**config.mk**
```make
export PLATFORM = sky130hd
export DESIGN_NAME = tkei_top
export DESIGN_NICKNAME = d
export VERILOG_FILES = /design/src/tkei_tick.v /design/src/tkei_top.v
export VERILOG_INCLUDE_DIRS = /design/src
export SDC_FILE = /design/constraint.sdc
export NUM_CORES = 1
export LEC_CHECK = 0
export ABC_AREA = 1
export BUFFER_PORTS_ARGS = -buffer_cell sky130_fd_sc_hd__clkbuf_2
export CORE_UTILIZATION = 45
export DETAILED_ROUTE_END_ITERATION = 12
export GPL_ROUTABILITY_DRIVEN = 0
export PLACE_DENSITY_LB_ADDON = 0.2
export SLEW_MARGIN = 0
export SYNTH_ARGS = -nofsm -noshare
export SYNTH_HDL_FRONTEND = slang
export SYNTH_SLANG_ARGS = --single-unit
```
**constraint.sdc**
```tcl
create_clock -name REF_CLK -period 26 [get_ports REF_CLK]
set_input_delay 2.6 -clock REF_CLK [delete_from_list [all_inputs] [get_ports REF_CLK]]
set_output_delay 2.6 -clock REF_CLK [all_outputs]
set_load 0.02 [all_outputs]
```
**src/tkei_map.vh**
```
// Register map, field layout, reset values and timing constants of the key event logic
`ifndef TKEI_MAP_VH
`define TKEI_MAP_VH

`define TKEI_NKEYS        16
// Register word indices; byte address is four times the index
`define TKEI_IDX_KEY_LO   6'h02
`define TKEI_IDX_KEY_HI   6'h03
`define TKEI_IDX_CTRL     6'h04
`define TKEI_IDX_HOLD     6'h05
`define TKEI_IDX_ACLR     6'h06
`define TKEI_IDX_SSC      6'h07
`define TKEI_IDX_RPT      6'h08
`define TKEI_IDX_IST      6'h09
`define TKEI_IDX_IMSK     6'h0A

// Control register fields
`define TKEI_CTRL_W       7
`define TKEI_CTRL_RST     7'h40
`define TKEI_CTRL_HOLD_EN 0
`define TKEI_CTRL_ACLR_EN 1
`define TKEI_CTRL_LIM_EN  2
`define TKEI_CTRL_LIM_LO  3
`define TKEI_CTRL_LIM_HI  4
`define TKEI_CTRL_MODE    5
`define TKEI_CTRL_GIE     6

// Other reset values
`define TKEI_HOLD_RST     8'h05
`define TKEI_ACLR_RST     8'hC8
`define TKEI_RATE_RST     4'h0
`define TKEI_AMP_RST      6'h04
`define TKEI_FIRST_RST    16'h03E8
`define TKEI_RPT_RST      16'h0000

// SSC register fields
`define TKEI_SSC_RATE_HI  3
`define TKEI_SSC_AMP_LO   8
`define TKEI_SSC_AMP_HI   13

// Interrupt status bits
`define TKEI_IST_W        3
`define TKEI_IST_KEY      0
`define TKEI_IST_RECAL    1
`define TKEI_IST_ACLR     2

// Timing: clock rate, timer tick and seconds per tick chain
`define TKEI_CLK_KHZ      250000
`define TKEI_TICK_MS      1
`define TKEI_MS_PER_S     1000
`define TKEI_TICK_W       18

`endif

```
**src/tkei_tick.v**
```verilog
// Pulse divider: one tick for every DIV input steps
`timescale 1ns/1ns
`default_nettype none
module tkei_tick #(
  parameter integer W   = 18,
  parameter integer DIV = 1000
) (
  input  wire clk,
  input  wire rst,
  input  wire step,
  output wire tick
);
  localparam [31:0]  LAST32 = DIV - 1;
  localparam [W-1:0] LAST   = LAST32[W-1:0];
  localparam [W-1:0] ONE    = 1;
  reg [W-1:0] cnt_r;

  assign tick = step & (cnt_r == LAST);

  always @(posedge clk)
  begin
    if (rst)
      cnt_r <= {W{1'b0}};
    else if (tick)
      cnt_r <= {W{1'b0}};
    else if (step)
      cnt_r <= cnt_r + ONE;
  end
endmodule // tkei_tick
`default_nettype wire

```
**src/tkei_top.v**
```verilog
// Touch key event, interrupt, limiter, hold supervision and spread spectrum logic
//
// Design decision made here: the APB register port.
`timescale 1ns/1ns
`default_nettype none
`include "tkei_map.vh"

// Function
// - A control bit enables or disables supervision of key press duration.
// - Key held for the limit in seconds gets a forced recalibration.
// - Without auto-clear, the interrupt pin stays low until both status registers are read.
// - With auto-clear, reads or expiry of the programmed millisecond time release the pin.
// - Sweep rate zero turns spread spectrum off; any other value turns it on.
// - The amplitude setting bounds the scan frequency deviation while sweeping.
// - Limiter off: every pressed key is reported, except a recalibrated key until it is let go.
// - Limiter on: at most one, two or three keys reported together.
// - Mode zero: one interrupt on press and one on release.
// - Mode one: repeated interrupts while held, one on release.
// - Second interrupt after first-repeat interval, later ones every repeat interval.
// - Global interrupt enable gates every key interrupt.
module tkei_top #(
  parameter integer MS_CYCLES = `TKEI_TICK_MS * `TKEI_CLK_KHZ
) (
  input  wire        REF_CLK,
  input  wire        RST,
  input  wire        PSEL,
  input  wire        PENABLE,
  input  wire        PWRITE,
  input  wire [7:0]  PADDR,
  input  wire [31:0] PWDATA,
  output wire [31:0] PRDATA,
  output wire        PREADY,
  output wire        PSLVERR,
  input  wire [15:0] KEY_PRESS,
  output wire [15:0] KEY_STATE,
  output wire [15:0] RECAL_REQ,
  output wire        IRQ_N,
  output wire        IRQ,
  output wire        SSC_ACTIVE,
  output wire [7:0]  SSC_OFFSET
);
  localparam [15:0] ONE16 = 16'h0001;
  localparam [7:0]  ONE8  = 8'h01;
  localparam [7:0]  SAT8  = 8'hFF;
  localparam [3:0]  ONE4  = 4'h1;
  localparam [1:0]  LIM1  = 2'h1;

  function [4:0] tkei_popcnt;
    input [15:0] v;
    integer k;
    begin
      tkei_popcnt = 5'h00;
      for (k = 0; k < `TKEI_NKEYS; k = k + 1)
        tkei_popcnt = tkei_popcnt + {4'h0, v[k]};
    end
  endfunction

  // Configuration, status and read data registers
  reg  [`TKEI_CTRL_W-1:0] ctrl_r;
  reg  [7:0]              hold_s_r;
  reg  [7:0]              aclr_ms_r;
  reg  [3:0]              ssc_rate_r;
  reg  [5:0]              ssc_amp_r;
  reg  [15:0]             first_ms_r;
  reg  [15:0]             rpt_ms_r;
  reg  [`TKEI_IST_W-1:0]  ist_r;
  reg  [`TKEI_IST_W-1:0]  imsk_r;
  reg  [31:0]             prdata_r;

  // Key, interrupt and sweep state
  reg  [15:0]             rep_r;
  reg  [15:0]             rep_nxt;
  reg  [15:0]             supp_r;
  reg  [15:0]             recal_r;
  reg  [7:0]              held_s_r [0:15];
  reg  [15:0]             rpt_cnt_r;
  reg                     rpt_first_r;
  reg                     pin_act_r;
  reg                     rd_lo_r;
  reg                     rd_hi_r;
  reg  [7:0]              aclr_cnt_r;
  reg  [3:0]              ssc_div_r;
  reg  [7:0]              ssc_pos_r;
  reg                     ssc_up_r;

  reg                     hit;
  reg  [31:0]             rd_val;
  reg  [15:0]             keep;
  reg  [4:0]              nsel;
  reg  [15:0]             recal_nxt;
  integer                 i;
  integer                 j;
  integer                 m;

  wire ms_tick;
  wire s_tick;

  tkei_tick #(.W(`TKEI_TICK_W), .DIV(MS_CYCLES)) u_ms_tick (
    .clk  (REF_CLK),
    .rst  (RST),
    .step (1'b1),
    .tick (ms_tick)
  );

  tkei_tick #(.W(`TKEI_TICK_W), .DIV(`TKEI_MS_PER_S)) u_s_tick (
    .clk  (REF_CLK),
    .rst  (RST),
    .step (ms_tick),
    .tick (s_tick)
  );

  // APB decode
  wire       apb_setup = PSEL & ~PENABLE;
  wire       apb_acc   = PSEL & PENABLE;
  wire [5:0] idx       = PADDR[7:2];
  wire       aligned   = (PADDR[1:0] == 2'b00);
  wire       wr_en     = apb_acc & PWRITE & hit;
  wire       rd_lo     = apb_acc & ~PWRITE & hit & (idx == `TKEI_IDX_KEY_LO);
  wire       rd_hi     = apb_acc & ~PWRITE & hit & (idx == `TKEI_IDX_KEY_HI);

  always @*
  begin
    hit    = aligned;
    rd_val = 32'h00000000;
    if (idx == `TKEI_IDX_KEY_LO)
      rd_val = {24'h000000, rep_r[7:0]};
    else if (idx == `TKEI_IDX_KEY_HI)
      rd_val = {24'h000000, rep_r[15:8]};
    else if (idx == `TKEI_IDX_CTRL)
      rd_val = {25'h0000000, ctrl_r};
    else if (idx == `TKEI_IDX_HOLD)
      rd_val = {24'h000000, hold_s_r};
    else if (idx == `TKEI_IDX_ACLR)
      rd_val = {24'h000000, aclr_ms_r};
    else if (idx == `TKEI_IDX_SSC)
      rd_val = {18'h00000, ssc_amp_r, 4'h0, ssc_rate_r};
    else if (idx == `TKEI_IDX_RPT)
      rd_val = {rpt_ms_r, first_ms_r};
    else if (idx == `TKEI_IDX_IST)
      rd_val = {29'h00000000, ist_r};
    else if (idx == `TKEI_IDX_IMSK)
      rd_val = {29'h00000000, imsk_r};
    else
      hit = 1'b0;
  end

  assign PREADY  = 1'b1;
  assign PSLVERR = apb_acc & ~hit;
  assign PRDATA  = prdata_r;

  wire       hold_en = ctrl_r[`TKEI_CTRL_HOLD_EN];
  wire       aclr_en = ctrl_r[`TKEI_CTRL_ACLR_EN];
  wire       lim_en  = ctrl_r[`TKEI_CTRL_LIM_EN];
  wire [1:0] lim_fld = ctrl_r[`TKEI_CTRL_LIM_HI:`TKEI_CTRL_LIM_LO];
  wire       mode1   = ctrl_r[`TKEI_CTRL_MODE];
  wire       gie     = ctrl_r[`TKEI_CTRL_GIE];
  wire [1:0] lim_val = (lim_fld == 2'b00) ? LIM1 : lim_fld;

  // Candidate keys: a recalibrated key stays hidden until it is let go
  wire [15:0] cand = KEY_PRESS & ~supp_r;

  // Limiter keeps already reported keys and admits new ones lowest index first
  always @*
  begin
    keep = rep_r & cand;
    nsel = tkei_popcnt(keep);
    rep_nxt = keep;
    if (!lim_en)
      rep_nxt = cand;
    else
    begin
      for (i = 0; i < `TKEI_NKEYS; i = i + 1)
      begin
        if (cand[i] && !keep[i] && (nsel < {3'b000, lim_val}))
        begin
          rep_nxt[i] = 1'b1;
          nsel = nsel + 5'h01;
        end
      end
    end
  end

  // Hold supervision: a key reported for the limit in seconds is recalibrated
  always @*
  begin
    recal_nxt = 16'h0000;
    // A key already hidden is skipped so the request lasts one cycle
    for (j = 0; j < `TKEI_NKEYS; j = j + 1)
      recal_nxt[j] = hold_en & rep_r[j] & ~supp_r[j] & (held_s_r[j] >= hold_s_r);
  end

  always @(posedge REF_CLK)
  begin
    if (RST)
    begin
      supp_r  <= 16'h0000;
      recal_r <= 16'h0000;
      for (m = 0; m < `TKEI_NKEYS; m = m + 1)
        held_s_r[m] <= 8'h00;
    end
    else
    begin
      recal_r <= recal_nxt;
      supp_r  <= (supp_r & KEY_PRESS) | recal_nxt;
      for (m = 0; m < `TKEI_NKEYS; m = m + 1)
      begin
        if (!rep_r[m])
          held_s_r[m] <= 8'h00;
        else if (s_tick && (held_s_r[m] != SAT8))
          held_s_r[m] <= held_s_r[m] + ONE8;
      end
    end
  end

  // Key change and repeat events
  wire key_chg = (rep_nxt != rep_r);
  wire any_hld = |rep_r;
  wire [15:0] rpt_inc = rpt_cnt_r + ONE16;
  wire rpt_ev = mode1 & any_hld & ~key_chg & ms_tick &
                ((~rpt_first_r & (rpt_inc >= first_ms_r)) |
                 (rpt_first_r & (rpt_ms_r != 16'h0000) & (rpt_inc >= rpt_ms_r)));
  wire key_ev = gie & (key_chg | rpt_ev);

  always @(posedge REF_CLK)
  begin
    if (RST)
    begin
      rep_r       <= 16'h0000;
      rpt_cnt_r   <= 16'h0000;
      rpt_first_r <= 1'b0;
    end
    else
    begin
      rep_r <= rep_nxt;
      if (key_chg || !any_hld || !mode1)
      begin
        rpt_cnt_r   <= 16'h0000;
        rpt_first_r <= 1'b0;
      end
      else if (rpt_ev)
      begin
        rpt_cnt_r   <= 16'h0000;
        rpt_first_r <= 1'b1;
      end
      else if (ms_tick && (rpt_cnt_r != 16'hFFFF))
        rpt_cnt_r <= rpt_inc;
    end
  end

  assign KEY_STATE = rep_r;
  assign RECAL_REQ = recal_r;

  // Interrupt pin: asserted by events, released by status reads or auto-clear
  wire both_rd  = (rd_lo_r | rd_lo) & (rd_hi_r | rd_hi);
  wire aclr_exp = aclr_en & ms_tick & ((aclr_cnt_r + ONE8) >= aclr_ms_r);

  always @(posedge REF_CLK)
  begin
    if (RST)
    begin
      pin_act_r  <= 1'b0;
      rd_lo_r    <= 1'b0;
      rd_hi_r    <= 1'b0;
      aclr_cnt_r <= 8'h00;
    end
    else if (key_ev)
    begin
      pin_act_r  <= 1'b1;
      rd_lo_r    <= 1'b0;
      rd_hi_r    <= 1'b0;
      aclr_cnt_r <= 8'h00;
    end
    else if (pin_act_r)
    begin
      rd_lo_r <= rd_lo_r | rd_lo;
      rd_hi_r <= rd_hi_r | rd_hi;
      if (ms_tick && (aclr_cnt_r != SAT8))
        aclr_cnt_r <= aclr_cnt_r + ONE8;
      if (both_rd || aclr_exp)
      begin
        pin_act_r  <= 1'b0;
        rd_lo_r    <= 1'b0;
        rd_hi_r    <= 1'b0;
        aclr_cnt_r <= 8'h00;
      end
    end
  end

  assign IRQ_N = ~pin_act_r;

  // Spread spectrum triangle sweep between minus and plus amplitude
  wire [7:0] amp_p = {2'b00, ssc_amp_r};
  wire [7:0] amp_n = 8'h00 - amp_p;
  wire       ssc_on = (ssc_rate_r != 4'h0);
  wire       ssc_step = ssc_on & ((ssc_div_r + ONE4) >= ssc_rate_r);

  always @(posedge REF_CLK)
  begin
    if (RST || !ssc_on)
    begin
      ssc_div_r <= 4'h0;
      ssc_pos_r <= 8'h00;
      ssc_up_r  <= 1'b1;
    end
    else if (ssc_step)
    begin
      ssc_div_r <= 4'h0;
      if (ssc_amp_r == 6'h00)
        ssc_pos_r <= 8'h00;
      else if (ssc_up_r && ($signed(ssc_pos_r) >= $signed(amp_p)))
      begin
        ssc_up_r  <= 1'b0;
        ssc_pos_r <= ssc_pos_r - ONE8;
      end
      else if (!ssc_up_r && ($signed(ssc_pos_r) <= $signed(amp_n)))
      begin
        ssc_up_r  <= 1'b1;
        ssc_pos_r <= ssc_pos_r + ONE8;
      end
      else if (ssc_up_r)
        ssc_pos_r <= ssc_pos_r + ONE8;
      else
        ssc_pos_r <= ssc_pos_r - ONE8;
    end
    else
      ssc_div_r <= ssc_div_r + ONE4;
  end

  assign SSC_ACTIVE = ssc_on;
  assign SSC_OFFSET = ssc_pos_r;

  // Register writes, sticky status with set winning over write-one-clear
  wire [`TKEI_IST_W-1:0] ist_set = {aclr_exp & pin_act_r & ~key_ev, |recal_nxt, key_ev};
  wire ist_wr = wr_en & (idx == `TKEI_IDX_IST);
  wire [`TKEI_IST_W-1:0] ist_clr = ist_wr ? PWDATA[`TKEI_IST_W-1:0] : 3'b000;

  always @(posedge REF_CLK)
  begin
    if (RST)
    begin
      ctrl_r     <= `TKEI_CTRL_RST;
      hold_s_r   <= `TKEI_HOLD_RST;
      aclr_ms_r  <= `TKEI_ACLR_RST;
      ssc_rate_r <= `TKEI_RATE_RST;
      ssc_amp_r  <= `TKEI_AMP_RST;
      first_ms_r <= `TKEI_FIRST_RST;
      rpt_ms_r   <= `TKEI_RPT_RST;
      imsk_r     <= 3'b000;
      ist_r      <= 3'b000;
      prdata_r   <= 32'h00000000;
    end
    else
    begin
      ist_r <= (ist_r & ~ist_clr) | ist_set;
      if (apb_setup && !PWRITE)
        prdata_r <= rd_val;
      if (wr_en)
      begin
        if (idx == `TKEI_IDX_CTRL)
          ctrl_r <= PWDATA[`TKEI_CTRL_W-1:0];
        else if (idx == `TKEI_IDX_HOLD)
          hold_s_r <= PWDATA[7:0];
        else if (idx == `TKEI_IDX_ACLR)
          aclr_ms_r <= PWDATA[7:0];
        else if (idx == `TKEI_IDX_SSC)
        begin
          ssc_rate_r <= PWDATA[`TKEI_SSC_RATE_HI:0];
          ssc_amp_r  <= PWDATA[`TKEI_SSC_AMP_HI:`TKEI_SSC_AMP_LO];
        end
        else if (idx == `TKEI_IDX_RPT)
        begin
          first_ms_r <= PWDATA[15:0];
          rpt_ms_r   <= PWDATA[31:16];
        end
        else if (idx == `TKEI_IDX_IMSK)
          imsk_r <= PWDATA[`TKEI_IST_W-1:0];
      end
    end
  end

  assign IRQ = |(ist_r & imsk_r);
endmodule // tkei_top
`default_nettype wire

```
==> flow_summary.ini <==
[timing]
tightest_slew_ns = 1.217
max_freq_mhz = 47.08
layout_setup_ws_ns = 4.759
hold_viol = 0
timing.max_slew.rel_slack_pct = 18.09
finClkSkew_ns = 0.02482
hold_slack_ns = 0.4535
finalCritPeriodShare_pct = 81.70
finalCriticalPeriod_ns = 21.24
fin_tns_setup_ns = 0
setup_viol = 0
grt_setup_unrepaired = false
report.final.slew_viol_count = 0

[cells_and_area]
final_area_um2 = 25590
multi_input_area_um2 = 12490
layout_common_cells = inv_1 (428), nand2_1 (424), nor2_1 (327)
layout.nets = 3320
fill_cells = 4783
drive_gt1_share_pct = 10.41
postLayoutCoreUtil_pct = 51.10
final_common_cell = inv_1
area_growth_pct = 12.36
instances_no_fill = 3711
seqCellArea_um2 = 8408

[setup_path]
crit_path_start_kind = input port
crit_slowest_cell = fa_1
critPathArrivalTime_ns = 21.72
worstSetupPathType = in2reg
cp_max_fo = 16
required_ns = 26.48
cp-end-kind = flop
cp_common_cell = ha_1
reg2reg_depth = 110
cp_slowest_stage_delay_ns = 0.55

[drt]
ant_nets = 0
drc = 0
dr.pass1.iters = 6
viasPerCell = 5.369
drt-total-wl_mm = 60.70
drt-wirelength-per-cell_um = 16.36
drt-initial-drc-count = 1271
vias = 19920

[global_route]
grtUsageMet2_pct = 39.51
grt_max_degree = 74
gr-total-overflow = 0
track_usage_pct = 23.70
use_met1_pct = 30.86
grt_pass1_vias = 19220
grt_first_pass_wirelength_mm = 97.12
antenna_found_initial = 4
top_usage_layer = met2
grt_use_met3_pct = 3.446

[die]
start_util_pct = 45.48
die-area_um2 = 51500
io_pins = 138
core-area_um2 = 50070
die_h_um = 226.9
die_w_um = 226.9
num_rows = 82

[synth]
synth.avg_cell_area_um2 = 7.948
yosysSeqAreaShare_pct = 36.93
synth_area_um2 = 22770
synth_top_family_by_area = simple AND/OR/NAND/NOR gates
synth-edff-count = 128
postSynthCellCount = 2865
yosysWarnings = 0
synthSimpleGateAreaFrac_pct = 23.14
synth-seq-cells = 356
synth_xor_area_share_pct = 3.039
synth_flop_cell = dfxtp_1
synthArstFlopShare_pct = 0
synth_compound_gate_area_share_pct = 13.66
post_synth_fa_ha_maj_area_fraction_pct = 14.34
synthMuxAreaShare_pct = 0.6319
syn_nets = 3181
synth_cell_type_count = 64

[clock_network]
postCtsHoldBufs = 0
clk_pin_slew_ns = 0.06
root_buffer = clkbuf_16
clk_latency_ns = 0.58
cts_setup_buffers = 0
clock-sinks = 356
htreeDepth = 2
postCtsResizedCells = 0
cts.path.max_buffers = 3
numCtsBuffers = 42
cts_tree = done

[flow_run]
drv_cap = 0

[power]
power_density_nw_per_um2 = 149.5
ir_drop_v = 0.0002910
leakage_nw = 11.21
p_total_mw = 3.824

[placement]
pre_cts_ws_ns = 4.421
port_buffers = 136
placed_cell_area_um2 = 24150
post-dp-hpwl_mm = 45.24
dpl.cell_count = 3632

[min_path]
hold_class = reg2reg
hold_path_depth = 1

[status]
status = finished clean
[metal layers]
layer	up-vias	wire (um)
li1	9972	-
met1	9290	27540
met2	532	27540
met3	130	3455
met4	0	2156
met5	-	0
[cell type report]
cell class,count,area share [%]
multi-input cells,2020,48.81
flip-flops and latches,356,32.86
inverters,436,6.396
clock buffers,62,5.037
well taps,672,3.286
repair buffers,148,3.022
clock inverters,13,0.5428
diodes,4,0.03912
[where the power goes]
| group | internal (mW) | total [mW] | switching (mW) | leakage (nW) |
|---|---|---|---|---|
| logic | 1.03 | 2.62 | 1.59 | 7.16 |
| clock network | 0.364 | 0.610 | 0.246 | 0.712 |
| registers | 0.585 | 0.597 | 0.0119 | 3.34 |
| total | 1.98 | 3.82 | 1.85 | 11.2 |
[flip-flops by register name, indices dropped and copies added (netlist names), 3 cells and up]
signal and flops:
ssc_amp_r 6, supp_r 16, KEY_STATE 16, rpt_cnt_r 16
held_s_r 128, ssc_div_r 4, ssc_rate_r 4, u_s_tick.cnt_r 18
ist_r 3, ctrl_r 7, PRDATA 32, aclr_cnt_r 8
rpt_ms_r 16, SSC_OFFSET 8, RECAL_REQ 16, u_ms_tick.cnt_r 18
imsk_r 3, hold_s_r 8, first_ms_r 16, aclr_ms_r 8
[synth_stat cells (39+ instances only)]
cell	number	area share, %
nand4_1	95	2.6
a21oi_1	216	4.7
edfxtp_1	128	17
dfxtp_1	228	20
o21ai_0	146	3.2
nor3b_1	39	1.3
xor2_1	65	2.5
nor2_1	327	5.4
o21a_1	43	1.4
ha_1	245	13
clkbuf_1	43	0.71
inv_1	429	7.1
nand3_1	102	2.2
nor3_1	46	1.0
nand2_1	424	7.0
[critical path: cells and delay by family]
kind	cells	cell delay (ns)
compound gates	6	1.13
fa+ha+maj	22	6.41
buf+inv	11	0.79
mux	9	3.05
simple gates	63	7.69
[final timing paths]
kind         slack [ns]                          start                       endpoint
max                4.76                   KEY_PRESS[1]      rpt_cnt_r[3]$_SDFFE_PP0P_
min                0.45  u_ms_tick.cnt_r[0]$_SDFF_PP0_  u_ms_tick.cnt_r[0]$_SDFF_PP0_
max reg2reg        6.17        KEY_STATE[5]$_SDFF_PP0_      rpt_cnt_r[3]$_SDFFE_PP0P_
min reg2reg        0.45  u_ms_tick.cnt_r[0]$_SDFF_PP0_  u_ms_tick.cnt_r[0]$_SDFF_PP0_
[logic make-up after synthesis]
family,Yosys count
DFF,356
and+or+nand+nor,1141
AOI/OAI and AO/OA,531
buffers and inverters,489
other,1
adders and majority gates,255
muxes,13
xor gates and xnor gates,79
No activity file was read; power rests on OpenSTA's default activity.
